## src/logic/ncs_pkg.sv

```systemverilog
/*
 * ncs_pkg: shared constants of the contactless command sequencer:
 * bus offsets, register fields, command codes, identity buffer layout,
 * start-up count, crc presets and the sequencer state encoding.
 * Assumes a 32-bit classic wishbone register bus with byte addresses.
 */
`default_nettype none

package ncs_pkg;

	// register byte offsets, one aligned word each
	localparam logic [7:0] OFF_CMD = 8'h00;
	localparam logic [7:0] OFF_FIFO = 8'h04;
	localparam logic [7:0] OFF_LEVEL = 8'h08;
	localparam logic [7:0] OFF_EVENT = 8'h0c;
	localparam logic [7:0] OFF_FRAMING = 8'h10;
	localparam logic [7:0] OFF_MODE = 8'h14;
	localparam logic [7:0] OFF_CRC = 8'h18;
	localparam logic [7:0] OFF_TEST = 8'h1c;
	localparam logic [7:0] OFF_STATUS = 8'h20;

	// field positions
	localparam int CMD_PD_BIT = 4;
	localparam int LEVEL_FLUSH_BIT = 7;
	localparam int EVT_IDLE_BIT = 4;
	localparam int FRM_LAUNCH_BIT = 7;
	localparam int MODE_DEPTH_BIT = 2;
	localparam int MODE_CARD_BIT = 3;

	// command codes
	localparam logic [3:0] CMD_IDLE = 4'h0;
	localparam logic [3:0] CMD_CONFIG = 4'h1;
	localparam logic [3:0] CMD_RANDOM = 4'h2;
	localparam logic [3:0] CMD_CRC = 4'h3;
	localparam logic [3:0] CMD_TRANSMIT = 4'h4;
	localparam logic [3:0] CMD_CAL = 4'h5;
	localparam logic [3:0] CMD_ADC = 4'h6;
	localparam logic [3:0] CMD_KEEP = 4'h7;
	localparam logic [3:0] CMD_RECEIVE = 4'h8;
	localparam logic [3:0] CMD_TRX = 4'hc;
	localparam logic [3:0] CMD_AUTO = 4'hd;
	localparam logic [3:0] CMD_SRST = 4'hf;

	// identity buffer layout (byte indices)
	localparam int ID_LEN = 25;
	localparam logic [4:0] ID_LAST = 5'h18;
	localparam logic [4:0] ID_NFCID1_0 = 5'h02;
	localparam logic [4:0] ID_NFCID2_0 = 5'h08;
	localparam logic [4:0] ID_NFCID3 = 5'h18;
	localparam logic [7:0] ID_NFCID1_FIXED = 8'h08;
	localparam logic [4:0] RAND_LAST = 5'h09;
	localparam logic [4:0] RAND_N1_END = 5'h03;
	localparam logic [4:0] RAND_N2_END = 5'h09;

	// self test
	localparam logic [3:0] SELFTEST_CODE = 4'h9;
	localparam logic [4:0] SELFTEST_LAST = 5'h07;
	localparam logic [15:0] LFSR_SEED = 16'hace1;

	// clocks to wait once the oscillator is stable
	localparam int STARTUP_CLKS = 1024;

	// crc coprocessor
	localparam logic [15:0] CRC_POLY = 16'h1021;
	localparam logic [15:0] CRC_PRE0 = 16'h0000;
	localparam logic [15:0] CRC_PRE1 = 16'h6363;
	localparam logic [15:0] CRC_PRE2 = 16'ha671;
	localparam logic [15:0] CRC_PRE3 = 16'hffff;

	// sequencer states, gray coded along the usual path
	typedef enum logic [3:0] {
		ST_IDLE = 4'h0,
		ST_CFG_IN = 4'h1,
		ST_CFG_OUT = 4'h3,
		ST_RAND = 4'h2,
		ST_CRC = 4'h6,
		ST_SELFTEST = 4'h7,
		ST_TX = 4'h5,
		ST_CAL = 4'h4,
		ST_ADC = 4'hc,
		ST_RX = 4'hd,
		ST_TRX_WAIT = 4'hf,
		ST_TRX_TX = 4'he,
		ST_TRX_RX = 4'ha,
		ST_AUTO = 4'hb,
		ST_SRST = 4'h9
	} ncs_state_t;

endpackage : ncs_pkg

`default_nettype wire

```

## src/logic/ncs_crc_if.sv

```systemverilog
/*
 * ncs_crc_if: link between the sequencer and its crc coprocessor.
 * Assumes both ends run on the same clock; all fields are levels
 * except init and feed, which are one-cycle strobes.
 */
`timescale 1ns/1ps
`default_nettype none

interface ncs_crc_if;
	logic init;
	logic [15:0] preset;
	logic feed;
	logic [7:0] data;
	logic [15:0] result;
	modport engine(input init, input preset, input feed, input data,
		output result);
	modport ctrl(output init, output preset, output feed, output data,
		input result);
endinterface : ncs_crc_if

`default_nettype wire

```

## src/logic/ncs_crc_engine.sv

```systemverilog
/*
 * ncs_crc_engine: byte-wide crc-16 coprocessor for the sequencer.
 * Assumes init and feed never come in the same cycle from the
 * sequencer; init wins if they do.
 */
`timescale 1ns/1ps
`default_nettype none

module ncs_crc_engine (
	input wire logic clk_i,
	input wire logic rst_i,
	ncs_crc_if.engine crc
);

	logic [15:0] crc_r;
	logic [15:0] crc_nxt;

	// one byte, msb first, through the polynomial
	function automatic logic [15:0] crc_byte(input logic [15:0] c,
		input logic [7:0] d);
		logic [15:0] v;
		v = c;
		for (int i = 7; i >= 0; i--) begin
			if (v[15] ^ d[i]) begin
				v = {v[14:0], 1'b0} ^ ncs_pkg::CRC_POLY;
			end else begin
				v = {v[14:0], 1'b0};
			end
		end
		return v;
	endfunction : crc_byte

	assign crc_nxt = crc_byte(crc_r, crc.data);
	assign crc.result = crc_r;

	// preset at start, then accumulate every fed byte
	always_ff @(posedge clk_i) begin
		if (rst_i) begin
			crc_r <= ncs_pkg::CRC_PRE0;
		end else if (crc.init) begin
			crc_r <= crc.preset;
		end else if (crc.feed) begin
			crc_r <= crc_nxt;
		end
	end

endmodule : ncs_crc_engine

`default_nettype wire

```

## src/logic/ncs_command_sequencer.sv

```systemverilog
/*
 * ncs_command_sequencer: command state machine of the contactless
 * front-end with its byte fifo, identity buffer and register file.
 * Assumes a classic wishbone master, a tx sink and rx source on clk_i,
 * calibration and adc helpers on clk_i, and clk_stable_i from a pin.
 */
// Local design decisions: the Wishbone interface to the registers and the address map.
// Functional notes
// - host writes code; data comes through fifo
// - streams start at once; transceive awaits launch
// - fixed-argument commands wait for all bytes
// - starting a command never clears fifo, except soft reset
// - new command code aborts the running one
// - decode idle, configure, random id, crc
// - decode transmit, calibrate, rf level, keep
// - decode receive, transceive, auto polling, reset
// - keep code leaves command, updates other bits
// - idle enters idle and ends at once
// - configure loads 25 identity bytes in order
// - first nfcid1 byte forced, check byte computed
// - configure on empty fifo reads buffer back
// - identity buffer survives reset; configure self-ends
// - random id replaces ten buffer bytes, ends
// - crc eats fifo bytes, keeps running when empty
// - crc preset loaded at start; host ends it
// - self test selected: crc start pushes result
// - transmit drains fifo, ends when empty
// - calibrate coarse only, or coarse then fine
// - rf level command starts the adc
// - wait 1024 clocks after clock stable
// - command end sets idle event flag
// - software reset clears registers and fifo, keeps identity and crc
`timescale 1ns/1ps
`default_nettype none

module ncs_command_sequencer #(
	parameter int FIFO_DEPTH = 64
) (
	input wire logic clk_i,
	input wire logic rst_i,
	input wire logic wb_cyc_i,
	input wire logic wb_stb_i,
	input wire logic wb_we_i,
	input wire logic [7:0] wb_adr_i,
	input wire logic [3:0] wb_sel_i,
	input wire logic [31:0] wb_dat_i,
	output logic [31:0] wb_dat_o,
	output logic wb_ack_o,
	input wire logic clk_stable_i,
	output logic [7:0] tx_byte_o,
	output logic tx_valid_o,
	input wire logic tx_ready_i,
	output logic rx_enable_o,
	input wire logic [7:0] rx_byte_i,
	input wire logic rx_valid_i,
	input wire logic rx_end_i,
	output logic cal_start_o,
	output logic cal_fine_o,
	input wire logic cal_done_i,
	output logic adc_start_o,
	input wire logic adc_done_i,
	output logic power_down_o
);

	localparam int PW = $clog2(FIFO_DEPTH) + 1;

	ncs_pkg::ncs_state_t state_r, state_nxt, start_st;
	logic [4:0] idx_r;
	logic ack_r;
	logic [31:0] dat_r;
	logic pd_r, pd_exit_r, launch_r, idle_flag_r, ready_r;
	logic [3:0] mode_r, test_r;
	logic [10:0] cnt_r;
	logic stab1_r, stab2_r, stab3_r, stable_r;
	logic [15:0] lfsr_r;
	logic [7:0] tx_byte_r;
	logic tx_valid_r, rx_en_r, cal_start_r, cal_fine_r, adc_start_r;
	logic [7:0] fifo_mem [FIFO_DEPTH];
	logic [PW-1:0] wp_r, rp_r;
	logic [7:0] id_mem [ncs_pkg::ID_LEN];

	ncs_crc_if crc_link();

	ncs_crc_engine u_crc (
		.clk_i(clk_i),
		.rst_i(rst_i),
		.crc(crc_link.engine)
	);

	// address match on word index
	function automatic logic hit(input logic [7:0] a, input logic [7:0] o);
		return a[7:2] == o[7:2];
	endfunction : hit

	// code shown in the command field for each state
	function automatic logic [3:0] code_of(input ncs_pkg::ncs_state_t s);
		case (s)
			ncs_pkg::ST_CFG_IN, ncs_pkg::ST_CFG_OUT: return ncs_pkg::CMD_CONFIG;
			ncs_pkg::ST_RAND: return ncs_pkg::CMD_RANDOM;
			ncs_pkg::ST_CRC, ncs_pkg::ST_SELFTEST: return ncs_pkg::CMD_CRC;
			ncs_pkg::ST_TX: return ncs_pkg::CMD_TRANSMIT;
			ncs_pkg::ST_CAL: return ncs_pkg::CMD_CAL;
			ncs_pkg::ST_ADC: return ncs_pkg::CMD_ADC;
			ncs_pkg::ST_RX: return ncs_pkg::CMD_RECEIVE;
			ncs_pkg::ST_TRX_WAIT, ncs_pkg::ST_TRX_TX,
			ncs_pkg::ST_TRX_RX: return ncs_pkg::CMD_TRX;
			ncs_pkg::ST_AUTO: return ncs_pkg::CMD_AUTO;
			ncs_pkg::ST_SRST: return ncs_pkg::CMD_SRST;
			default: return ncs_pkg::CMD_IDLE;
		endcase
	endfunction : code_of

	// random bytes land on nfcid1, nfcid2 and nfcid3 slots
	function automatic logic [4:0] rand_slot(input logic [4:0] k);
		if (k < ncs_pkg::RAND_N1_END) begin
			return ncs_pkg::ID_NFCID1_0 + k;
		end else if (k < ncs_pkg::RAND_N2_END) begin
			return ncs_pkg::ID_NFCID2_0 + k - ncs_pkg::RAND_N1_END;
		end
		return ncs_pkg::ID_NFCID3;
	endfunction : rand_slot

	// bus decode: ack one cycle after the request, writes at ack edge
	wire wb_req = wb_cyc_i & wb_stb_i;
	wire wb_issue = wb_req & ~ack_r & ready_r;
	wire wb_commit = wb_req & ack_r & wb_we_i & wb_sel_i[0];
	wire cmd_wr = wb_commit & hit(wb_adr_i, ncs_pkg::OFF_CMD);
	wire [3:0] wr_code = wb_dat_i[3:0];
	wire chg = cmd_wr & (wr_code != ncs_pkg::CMD_KEEP);
	wire host_push = wb_commit & hit(wb_adr_i, ncs_pkg::OFF_FIFO);
	wire host_pop = wb_issue & ~wb_we_i & hit(wb_adr_i, ncs_pkg::OFF_FIFO);
	wire flush = wb_commit & hit(wb_adr_i, ncs_pkg::OFF_LEVEL) &
		wb_dat_i[ncs_pkg::LEVEL_FLUSH_BIT];

	// fifo bookkeeping
	wire [PW-1:0] fifo_cnt = wp_r - rp_r;
	wire fifo_empty = (fifo_cnt == '0);
	wire fifo_full = (fifo_cnt == PW'(FIFO_DEPTH));
	wire [7:0] fifo_head = fifo_mem[rp_r[PW-2:0]];
	wire st_txing = (state_r == ncs_pkg::ST_TX) |
		(state_r == ncs_pkg::ST_TRX_TX);
	wire st_rxing = (state_r == ncs_pkg::ST_RX) |
		(state_r == ncs_pkg::ST_TRX_RX) | (state_r == ncs_pkg::ST_AUTO);

	// device side of the fifo; idles in a command-write cycle
	wire dev_pop = ~cmd_wr & ~host_pop & ~fifo_empty & (
		(state_r == ncs_pkg::ST_CFG_IN) |
		(state_r == ncs_pkg::ST_CRC) |
		(st_txing & (~tx_valid_r | tx_ready_i)));
	wire dev_push = ~cmd_wr & ~host_push & ~fifo_full & (
		(state_r == ncs_pkg::ST_CFG_OUT) |
		(state_r == ncs_pkg::ST_SELFTEST) |
		(st_rxing & rx_valid_i));
	wire [7:0] dev_data = (state_r == ncs_pkg::ST_CFG_OUT) ? id_mem[idx_r] :
		(state_r == ncs_pkg::ST_SELFTEST) ? lfsr_r[7:0] : rx_byte_i;
	wire do_push = (host_push & ~fifo_full) | dev_push;
	wire do_pop = (host_pop & ~fifo_empty) | dev_pop;
	wire [7:0] push_data = host_push ? wb_dat_i[7:0] : dev_data;

	// natural end of the running command
	wire fin = ~cmd_wr & (
		((state_r == ncs_pkg::ST_CFG_IN) & dev_pop &
			(idx_r == ncs_pkg::ID_LAST)) |
		((state_r == ncs_pkg::ST_CFG_OUT) & dev_push &
			(idx_r == ncs_pkg::ID_LAST)) |
		((state_r == ncs_pkg::ST_RAND) &
			(idx_r == ncs_pkg::RAND_LAST)) |
		((state_r == ncs_pkg::ST_SELFTEST) & dev_push &
			(idx_r == ncs_pkg::SELFTEST_LAST)) |
		((state_r == ncs_pkg::ST_TX) & fifo_empty & ~tx_valid_r) |
		((state_r == ncs_pkg::ST_CAL) & cal_done_i) |
		((state_r == ncs_pkg::ST_ADC) & adc_done_i) |
		((state_r == ncs_pkg::ST_RX) & rx_end_i) |
		(state_r == ncs_pkg::ST_SRST));
	wire idle_set = fin | (cmd_wr & (wr_code == ncs_pkg::CMD_IDLE));
	wire adv = dev_pop & (state_r == ncs_pkg::ST_CFG_IN) |
		dev_push & ((state_r == ncs_pkg::ST_CFG_OUT) |
		(state_r == ncs_pkg::ST_SELFTEST)) |
		~cmd_wr & (state_r == ncs_pkg::ST_RAND);
	wire soft_rst = (state_r == ncs_pkg::ST_SRST);
	wire cnt_done = (cnt_r == 11'(ncs_pkg::STARTUP_CLKS - 1));
	wire [7:0] check_byte = id_mem[ncs_pkg::ID_NFCID1_0] ^
		id_mem[ncs_pkg::ID_NFCID1_0 + 5'h01] ^
		id_mem[ncs_pkg::ID_NFCID1_0 + 5'h02];
	wire [15:0] lfsr_nxt = {lfsr_r[14:0],
		lfsr_r[15] ^ lfsr_r[13] ^ lfsr_r[12] ^ lfsr_r[10]};

	// crc coprocessor strobes
	assign crc_link.init = chg & (start_st == ncs_pkg::ST_CRC);
	assign crc_link.preset = (mode_r[1:0] == 2'h0) ? ncs_pkg::CRC_PRE0 :
		(mode_r[1:0] == 2'h1) ? ncs_pkg::CRC_PRE1 :
		(mode_r[1:0] == 2'h2) ? ncs_pkg::CRC_PRE2 : ncs_pkg::CRC_PRE3;
	assign crc_link.feed = dev_pop & (state_r == ncs_pkg::ST_CRC);
	assign crc_link.data = fifo_head;

	// register read mux
	wire [31:0] rd_data =
		hit(wb_adr_i, ncs_pkg::OFF_CMD) ? {27'h000_0000, pd_r,
			code_of(state_r)} :
		hit(wb_adr_i, ncs_pkg::OFF_FIFO) ? {24'h00_0000, fifo_head} :
		hit(wb_adr_i, ncs_pkg::OFF_LEVEL) ? 32'(fifo_cnt) :
		hit(wb_adr_i, ncs_pkg::OFF_EVENT) ? 32'(idle_flag_r) <<
			ncs_pkg::EVT_IDLE_BIT :
		hit(wb_adr_i, ncs_pkg::OFF_FRAMING) ? 32'(launch_r) <<
			ncs_pkg::FRM_LAUNCH_BIT :
		hit(wb_adr_i, ncs_pkg::OFF_MODE) ? {28'h000_0000, mode_r} :
		hit(wb_adr_i, ncs_pkg::OFF_CRC) ? {16'h0000, crc_link.result} :
		hit(wb_adr_i, ncs_pkg::OFF_TEST) ? {28'h000_0000, test_r} :
		hit(wb_adr_i, ncs_pkg::OFF_STATUS) ? {20'h0_0000, state_r,
			check_byte} : 32'h0000_0000;

	// state entered by a written code; unknown codes go to idle
	always_comb begin
		case (wr_code)
			ncs_pkg::CMD_CONFIG: start_st = fifo_empty ?
				ncs_pkg::ST_CFG_OUT : ncs_pkg::ST_CFG_IN;
			ncs_pkg::CMD_RANDOM: start_st = ncs_pkg::ST_RAND;
			ncs_pkg::CMD_CRC: start_st = (test_r == ncs_pkg::SELFTEST_CODE) ?
				ncs_pkg::ST_SELFTEST : ncs_pkg::ST_CRC;
			ncs_pkg::CMD_TRANSMIT: start_st = ncs_pkg::ST_TX;
			ncs_pkg::CMD_CAL: start_st = ncs_pkg::ST_CAL;
			ncs_pkg::CMD_ADC: start_st = ncs_pkg::ST_ADC;
			ncs_pkg::CMD_RECEIVE: start_st = ncs_pkg::ST_RX;
			ncs_pkg::CMD_TRX: start_st = ncs_pkg::ST_TRX_WAIT;
			ncs_pkg::CMD_AUTO: start_st = mode_r[ncs_pkg::MODE_CARD_BIT] ?
				ncs_pkg::ST_AUTO : ncs_pkg::ST_IDLE;
			ncs_pkg::CMD_SRST: start_st = ncs_pkg::ST_SRST;
			default: start_st = ncs_pkg::ST_IDLE;
		endcase
	end

	// sequencer next state
	always_comb begin
		state_nxt = state_r;
		if (chg) begin
			state_nxt = start_st;
		end else if (fin) begin
			state_nxt = ncs_pkg::ST_IDLE;
		end else begin
			case (state_r)
				ncs_pkg::ST_TRX_WAIT: if (launch_r) begin
					state_nxt = ncs_pkg::ST_TRX_TX;
				end
				ncs_pkg::ST_TRX_TX: if (fifo_empty & ~tx_valid_r) begin
					state_nxt = ncs_pkg::ST_TRX_RX;
				end
				ncs_pkg::ST_TRX_RX, ncs_pkg::ST_AUTO: if (rx_end_i) begin
					state_nxt = ncs_pkg::ST_TRX_WAIT;
				end
				default: state_nxt = state_r;
			endcase
		end
	end

	// sequencer registers and helper strobes
	always_ff @(posedge clk_i) begin
		if (rst_i) begin
			state_r <= ncs_pkg::ST_IDLE;
			idx_r <= 5'h00;
			rx_en_r <= 1'b0;
			cal_start_r <= 1'b0;
			cal_fine_r <= 1'b0;
			adc_start_r <= 1'b0;
		end else begin
			state_r <= state_nxt;
			idx_r <= chg ? 5'h00 : (adv ? idx_r + 5'h01 : idx_r);
			rx_en_r <= (state_nxt == ncs_pkg::ST_RX) |
				(state_nxt == ncs_pkg::ST_TRX_RX) |
				(state_nxt == ncs_pkg::ST_AUTO);
			cal_start_r <= chg & (start_st == ncs_pkg::ST_CAL);
			if (chg & (start_st == ncs_pkg::ST_CAL)) begin
				cal_fine_r <= mode_r[ncs_pkg::MODE_DEPTH_BIT];
			end
			adc_start_r <= chg & (start_st == ncs_pkg::ST_ADC);
		end
	end

	// transmit holding register; an abort drops the pending byte
	always_ff @(posedge clk_i) begin
		if (rst_i | chg) begin
			tx_valid_r <= 1'b0;
			tx_byte_r <= 8'h00;
		end else if (dev_pop & st_txing) begin
			tx_valid_r <= 1'b1;
			tx_byte_r <= fifo_head;
		end else if (tx_ready_i) begin
			tx_valid_r <= 1'b0;
		end
	end

	// fifo storage, flush has priority over pops
	always_ff @(posedge clk_i) begin
		if (rst_i | soft_rst) begin
			wp_r <= '0;
			rp_r <= '0;
		end else begin
			if (do_push) begin
				fifo_mem[wp_r[PW-2:0]] <= push_data;
				wp_r <= wp_r + PW'(1);
			end
			if (flush) begin
				rp_r <= do_push ? wp_r + PW'(1) : wp_r;
			end else if (do_pop) begin
				rp_r <= rp_r + PW'(1);
			end
		end
	end

	// identity buffer: no reset of any kind, so it survives both
	always_ff @(posedge clk_i) begin
		if ((state_r == ncs_pkg::ST_CFG_IN) & dev_pop) begin
			id_mem[idx_r] <= (idx_r == ncs_pkg::ID_NFCID1_0) ?
				ncs_pkg::ID_NFCID1_FIXED : fifo_head;
		end else if ((state_r == ncs_pkg::ST_RAND) & ~cmd_wr) begin
			id_mem[rand_slot(idx_r)] <= lfsr_r[7:0];
		end
	end

	// random source; reseeded for a repeatable self test
	always_ff @(posedge clk_i) begin
		if (rst_i | (chg & (start_st == ncs_pkg::ST_SELFTEST))) begin
			lfsr_r <= ncs_pkg::LFSR_SEED;
		end else begin
			lfsr_r <= lfsr_nxt;
		end
	end

	// pin synchroniser and post-stable start-up wait
	always_ff @(posedge clk_i) begin
		if (rst_i) begin
			stab1_r <= 1'b0;
			stab2_r <= 1'b0;
			stab3_r <= 1'b0;
			stable_r <= 1'b0;
			cnt_r <= 11'h000;
			ready_r <= 1'b0;
		end else begin
			stab1_r <= clk_stable_i;
			stab2_r <= stab1_r;
			stab3_r <= stab2_r;
			if (stab2_r == stab3_r) begin
				stable_r <= stab3_r;
			end
			if (~stable_r | (cmd_wr & pd_r & ~wb_dat_i[ncs_pkg::CMD_PD_BIT])) begin
				cnt_r <= 11'h000;
				ready_r <= 1'b0;
			end else if (~ready_r) begin
				cnt_r <= cnt_r + 11'h001;
				ready_r <= cnt_done;
			end
		end
	end

	// host registers; soft reset clears all of them but sets the idle flag
	always_ff @(posedge clk_i) begin
		if (rst_i | soft_rst) begin
			pd_r <= 1'b0;
			pd_exit_r <= 1'b0;
			launch_r <= 1'b0;
			mode_r <= 4'h0;
			test_r <= 4'h0;
			idle_flag_r <= ~rst_i & idle_set;
		end else begin
			if (cmd_wr & wb_dat_i[ncs_pkg::CMD_PD_BIT]) begin
				pd_r <= 1'b1;
			end else if (cmd_wr & pd_r) begin
				pd_exit_r <= 1'b1;
			end else if (pd_exit_r & ~ready_r & cnt_done) begin
				pd_r <= 1'b0;
				pd_exit_r <= 1'b0;
			end
			if (wb_commit & hit(wb_adr_i, ncs_pkg::OFF_FRAMING)) begin
				launch_r <= wb_dat_i[ncs_pkg::FRM_LAUNCH_BIT];
			end else if (state_r == ncs_pkg::ST_TRX_WAIT) begin
				launch_r <= 1'b0;
			end
			if (wb_commit & hit(wb_adr_i, ncs_pkg::OFF_MODE)) begin
				mode_r <= wb_dat_i[3:0];
			end
			if (wb_commit & hit(wb_adr_i, ncs_pkg::OFF_TEST)) begin
				test_r <= wb_dat_i[3:0];
			end
			// set wins over a write-one clear
			idle_flag_r <= idle_set | idle_flag_r &
				~(wb_commit & hit(wb_adr_i, ncs_pkg::OFF_EVENT) &
				wb_dat_i[ncs_pkg::EVT_IDLE_BIT]);
		end
	end

	// bus answer registers
	always_ff @(posedge clk_i) begin
		if (rst_i) begin
			ack_r <= 1'b0;
			dat_r <= 32'h0000_0000;
		end else begin
			ack_r <= wb_issue;
			if (wb_issue & ~wb_we_i) begin
				dat_r <= rd_data;
			end
		end
	end

	assign wb_ack_o = ack_r;
	assign wb_dat_o = dat_r;
	assign tx_byte_o = tx_byte_r;
	assign tx_valid_o = tx_valid_r;
	assign rx_enable_o = rx_en_r;
	assign cal_start_o = cal_start_r;
	assign cal_fine_o = cal_fine_r;
	assign adc_start_o = adc_start_r;
	assign power_down_o = pd_r;
endmodule : ncs_command_sequencer

`default_nettype wire

```

## config.mk

```make
export PLATFORM = sky130hd
export DESIGN_NAME = ncs_command_sequencer
export DESIGN_NICKNAME = d
export VERILOG_FILES = /design/src/logic/ncs_pkg.sv /design/src/logic/ncs_crc_if.sv /design/src/logic/ncs_crc_engine.sv /design/src/logic/ncs_command_sequencer.sv
export SDC_FILE = /design/constraint.sdc
export NUM_CORES = 1
export LEC_CHECK = 0
export BUFFER_PORTS_ARGS = -buffer_cell sky130_fd_sc_hd__buf_2
export CAP_MARGIN = 20
export CORE_MARGIN = 2
export CORE_UTILIZATION = 55
export DETAILED_ROUTE_END_ITERATION = 12
export PLACE_DENSITY = 0.82
export SYNTH_ARGS = -nofsm -noshare
export SYNTH_HDL_FRONTEND = slang
export SYNTH_SLANG_ARGS = --single-unit
```

## constraint.sdc

```tcl
create_clock -name clk_i -period 5.7 [get_ports clk_i]
set_clock_uncertainty 0.1 [all_clocks]
set_input_delay 1.14 -clock clk_i [delete_from_list [all_inputs] [get_ports clk_i]]
set_output_delay 1.14 -clock clk_i [all_outputs]
set_load 0.005 [all_outputs]
```

==> impl_metrics.csv <==
group,metric,value,unit
detailed_routing,drt_iter0_markers,2796,
setup_path,slowest_stage,"nor2_1",
clock_tree,clk_latency,0.66,ns
yosys,yosys.area.top_type,"edfxtp_1",
outcome,status,"finished clean",
finish,layout-drive-gt1-share,21.7,%
setup_path,start_kind,"flip-flop",
yosys,synth_edf_count,720,
yosys,seq_area_frac_synth,68.6,%
finish,postLayoutCellArea,39400,µm²
sta,fin_crit_sh,83.9,%
sta,maxSlewHeadroom,27.3,%
sta,holdWs,0.334,ns
yosys,synthAdderAreaFrac,0.624,%
finish,layout.nets,2294,
clock_tree,clockBufferDepth,3,
yosys,synth_common_cells,"edfxtp_1, nor2_1, mux4_2, dfxtp_1, nand2_1",
power_and_ir_drop,intPower,9.93,mW
clock_tree,cts_resized,0,
detailed_routing,dr.pass1.iters,6,
finish,diodes,0,
power_and_ir_drop,p_clk_share,45.3,%
clock_tree,clk_pin_slew,0.07,ns
yosys,synthTopCellsByArea,"edfxtp_1, mux4_2, dfxtp_1, nor2_1, mux2i_1",
setup_path,worstPathMaxFanout,9,
power_and_ir_drop,p_leak,12.6,nW
clock_tree,ctsHoldBuffers,0,
setup_path,arrival,4.92,ns
sta,rsz0062_at_grt,"no",
global_route,track_usage,27.2,%
setup_path,critPathBufInv,2,
sta,period_minus_slack,4.78,ns
placement,dp_slack,0.784,ns
setup_path,path_cells,"inv_1 -> ha_1 -> fa_1 -> nor2b_1 -> o31a_1 -> o32ai_1 -> nor2_1 -> buf_4 -> o22ai_2 -> nor3_1 -> nand3_1 -> nor2_1",
die,die_y,257,µm
finish,utilization,62.4,%
global_route,grt_max_degree,65,
power_and_ir_drop,power_density,318,nW/µm²
detailed_routing,via_per_inst,6.58,
global_route,grt_overflow_total,0,
die,die-area,66200,µm²
setup_path,cpMostUsedCell,"nor2_1",
placement,dp_hpwl,54.6,mm
die,die-width,257,µm
die,rows,92,
yosys,synth_compound_area_share,4.79,%
setup_path,endpoint_kind,"flip-flop",
detailed_routing,vias,20600,
die,top_level_ports,110,
sta,finalSetupTns,0,ns
finish,syn_to_final_growth,11.8,%
sta,tightest_slew,1.09,ns
global_route,grt_pass1_wl,133,mm
yosys,syn_area_per_cell,16.6,µm²
detailed_routing,detail-route-antenna-nets,0,
job,drv_cap,0,
power_and_ir_drop,p_sw_share,20.7,%
power_and_ir_drop,p_switching,2.59,mW
yosys,yosysWarningCount,0,
yosys,synth.most_common_cell,"edfxtp_1",
yosys,syn-cell-area,35300,µm²
global_route,grt_antenna_before_repair,1,
sta,slew_viol_final,0,
detailed_routing,drt_wl_total,89.1,mm
power_and_ir_drop,comb_power_share,1.2,%
yosys,async_flop_share,0,%
yosys,synth_flop_cell,"edfxtp_1",
yosys,synth-xor-area-share,1.86,%
power_and_ir_drop,power,12.5,mW
die,coreArea,63200,µm²
setup_path,cpLargestDelayFamily,"simple AND/OR/NAND/NOR gates",
setup_path,cp_slowest_stage_delay,0.82,ns
power_and_ir_drop,ir_worst_vdd,265,µV
sta,postLayoutSetupSlackWorst,0.915,ns
yosys,yosysTopAreaCellShare,61.3,%
die,start_util,55.8,%
detailed_routing,drc,0,
worst_hold_path,hp-class,"reg2reg",
clock_tree,cts_tree,"done",
clock_tree,post_cts_buffers,0,
placement,gp_congestion,0.968,
yosys,synth_top_family_by_area,"multiplexers",
clock_tree,cts_buffers,83,
sta,max_freq,209,MHz
yosys,synthMuxAreaShare,14.8,%
yosys,synthCells,2124,
sta,setup_viol,0,
global_route,grt_pass1_vias,20500,
finish,instances_no_fill,3129,
clock_tree,htree_num_levels,3,
setup_path,critical_path_class,"reg2reg",
yosys,synth-seq-cells,848,
placement,dp_cells,2972,
yosys,yosys.area_share.simple,7.08,%
placement,postPlaceCellArea,36500,µm²
placement,port_buffers,64,
clock_tree,cts_sinks,848,
clock_tree,cts_root_buf,"clkbuf_16",
sta,hold_viol_final,0,
yosys,ys_types,94,
power_and_ir_drop,pwr-share-seq,53.5,%
setup_path,crit_required,5.83,ns
detailed_routing,wire_per_inst,28.5,µm
-- worst register-to-register path: cells and delay by family, from the launching register on --
| kind | cells | cell delay, ns |
|---|---|---|
| AND/OR/NAND/NOR | 5 | 2.14 |
| flip-flops | 1 | 0.53 |
| AO/OA/AOI/OAI | 3 | 0.62 |
| buffers and inverters | 2 | 0.33 |
| adder cells (fa/ha/maj) | 2 | 0.66 |
-- state kept, by name, indices dropped and copies added (netlist names), 4 cells and up, named ones only --
signal            count
idx_r                 5
wb_dat_o             16
cnt_r                11
fifo_mem            512
state_r               4
id_mem              208
mode_r                4
rp_r                  7
u_crc.crc.result     16
wp_r                  7
lfsr_r               16
test_r                4
tx_byte_o             8
-- worst paths after layout --
path              startpoint               to  slack (ns)  cells past startpoint
setup / recovery     wp_r[0]  fifo_mem[38][7]        0.92                     12
hold / removal    lfsr_r[14]       lfsr_r[15]        0.33                      1
setup reg to reg     wp_r[0]  fifo_mem[38][7]        0.92                     12
hold reg to reg   lfsr_r[14]       lfsr_r[15]        0.33                      1
-- per-layer routing --
metal / part of all wire (%) / up-vias / GRT usage, %
met5: 0.0090 / - / 0
met4: 4.2 / 2 / 10.7
met3: 10 / 281 / 5.42
met2: 49 / 1420 / 44.4
met1: 37 / 10400 / 36.3
li1: - / 8506 / -
-- cell families (layout without fill, tap and decap cells) --
kind of cell    Yosys count  after routing
simple gates            522            522
mux                     267            267
buf+inv                 151            295
fa+ha+maj                17             17
xor+xnor                 68             68
compound gates          250            250
other cells               1             16
flops                   848            848
-- layout make-up --
cell class	instances	area [µm²]
Multi-Input combinational cell	1140	10500
Clock buffer	94	2140
Clock inverter	60	691
Inverter	27	101
Timing Repair Buffer	114	793
Sequential cell	848	24200
Fill cell	4174	23800
Tap cell	846	1060
-- cells in the final DEF (no fill, tap or decap), types with 10 or more instances in the layout --
| master | instances |
|---|---|
| a211oi_1 | 22 |
| a21oi_1 | 50 |
| a22oi_1 | 28 |
| a31oi_1 | 17 |
| and2_1 | 18 |
| and3_1 | 11 |
| buf_2 | 64 |
| buf_4 | 44 |
| bufinv_16 | 10 |
| clkbuf_1 | 10 |
| clkbuf_16 | 84 |
| clkinv_1 | 16 |
| clkinv_2 | 17 |
| conb_1 | 16 |
| dfxtp_1 | 122 |
| edfxtp_1 | 720 |
| ha_1 | 16 |
| inv_1 | 24 |
| mux2i_1 | 61 |
| mux4_1 | 10 |
| mux4_2 | 191 |
| nand2_1 | 105 |
| nand2b_1 | 18 |
| nand3_1 | 33 |
| nand4_1 | 11 |
| nor2_1 | 215 |
| nor2b_1 | 22 |
| nor3_1 | 28 |
| o21ai_0 | 43 |
| o22ai_1 | 10 |
| xnor2_1 | 31 |
| xor2_1 | 30 |
-- power by group through the flow --
stage	clock (mW)	combinational, mW	sequential (mW)
detailed placement	0	0.147	6.84
floorplan	0	0.0789	6.85
global placement	0	0.138	6.84
finish	5.67	0.152	6.70
CTS	5.71	0.148	6.70
global route	5.93	0.162	6.70
Power figures use the tool's default switching activity.
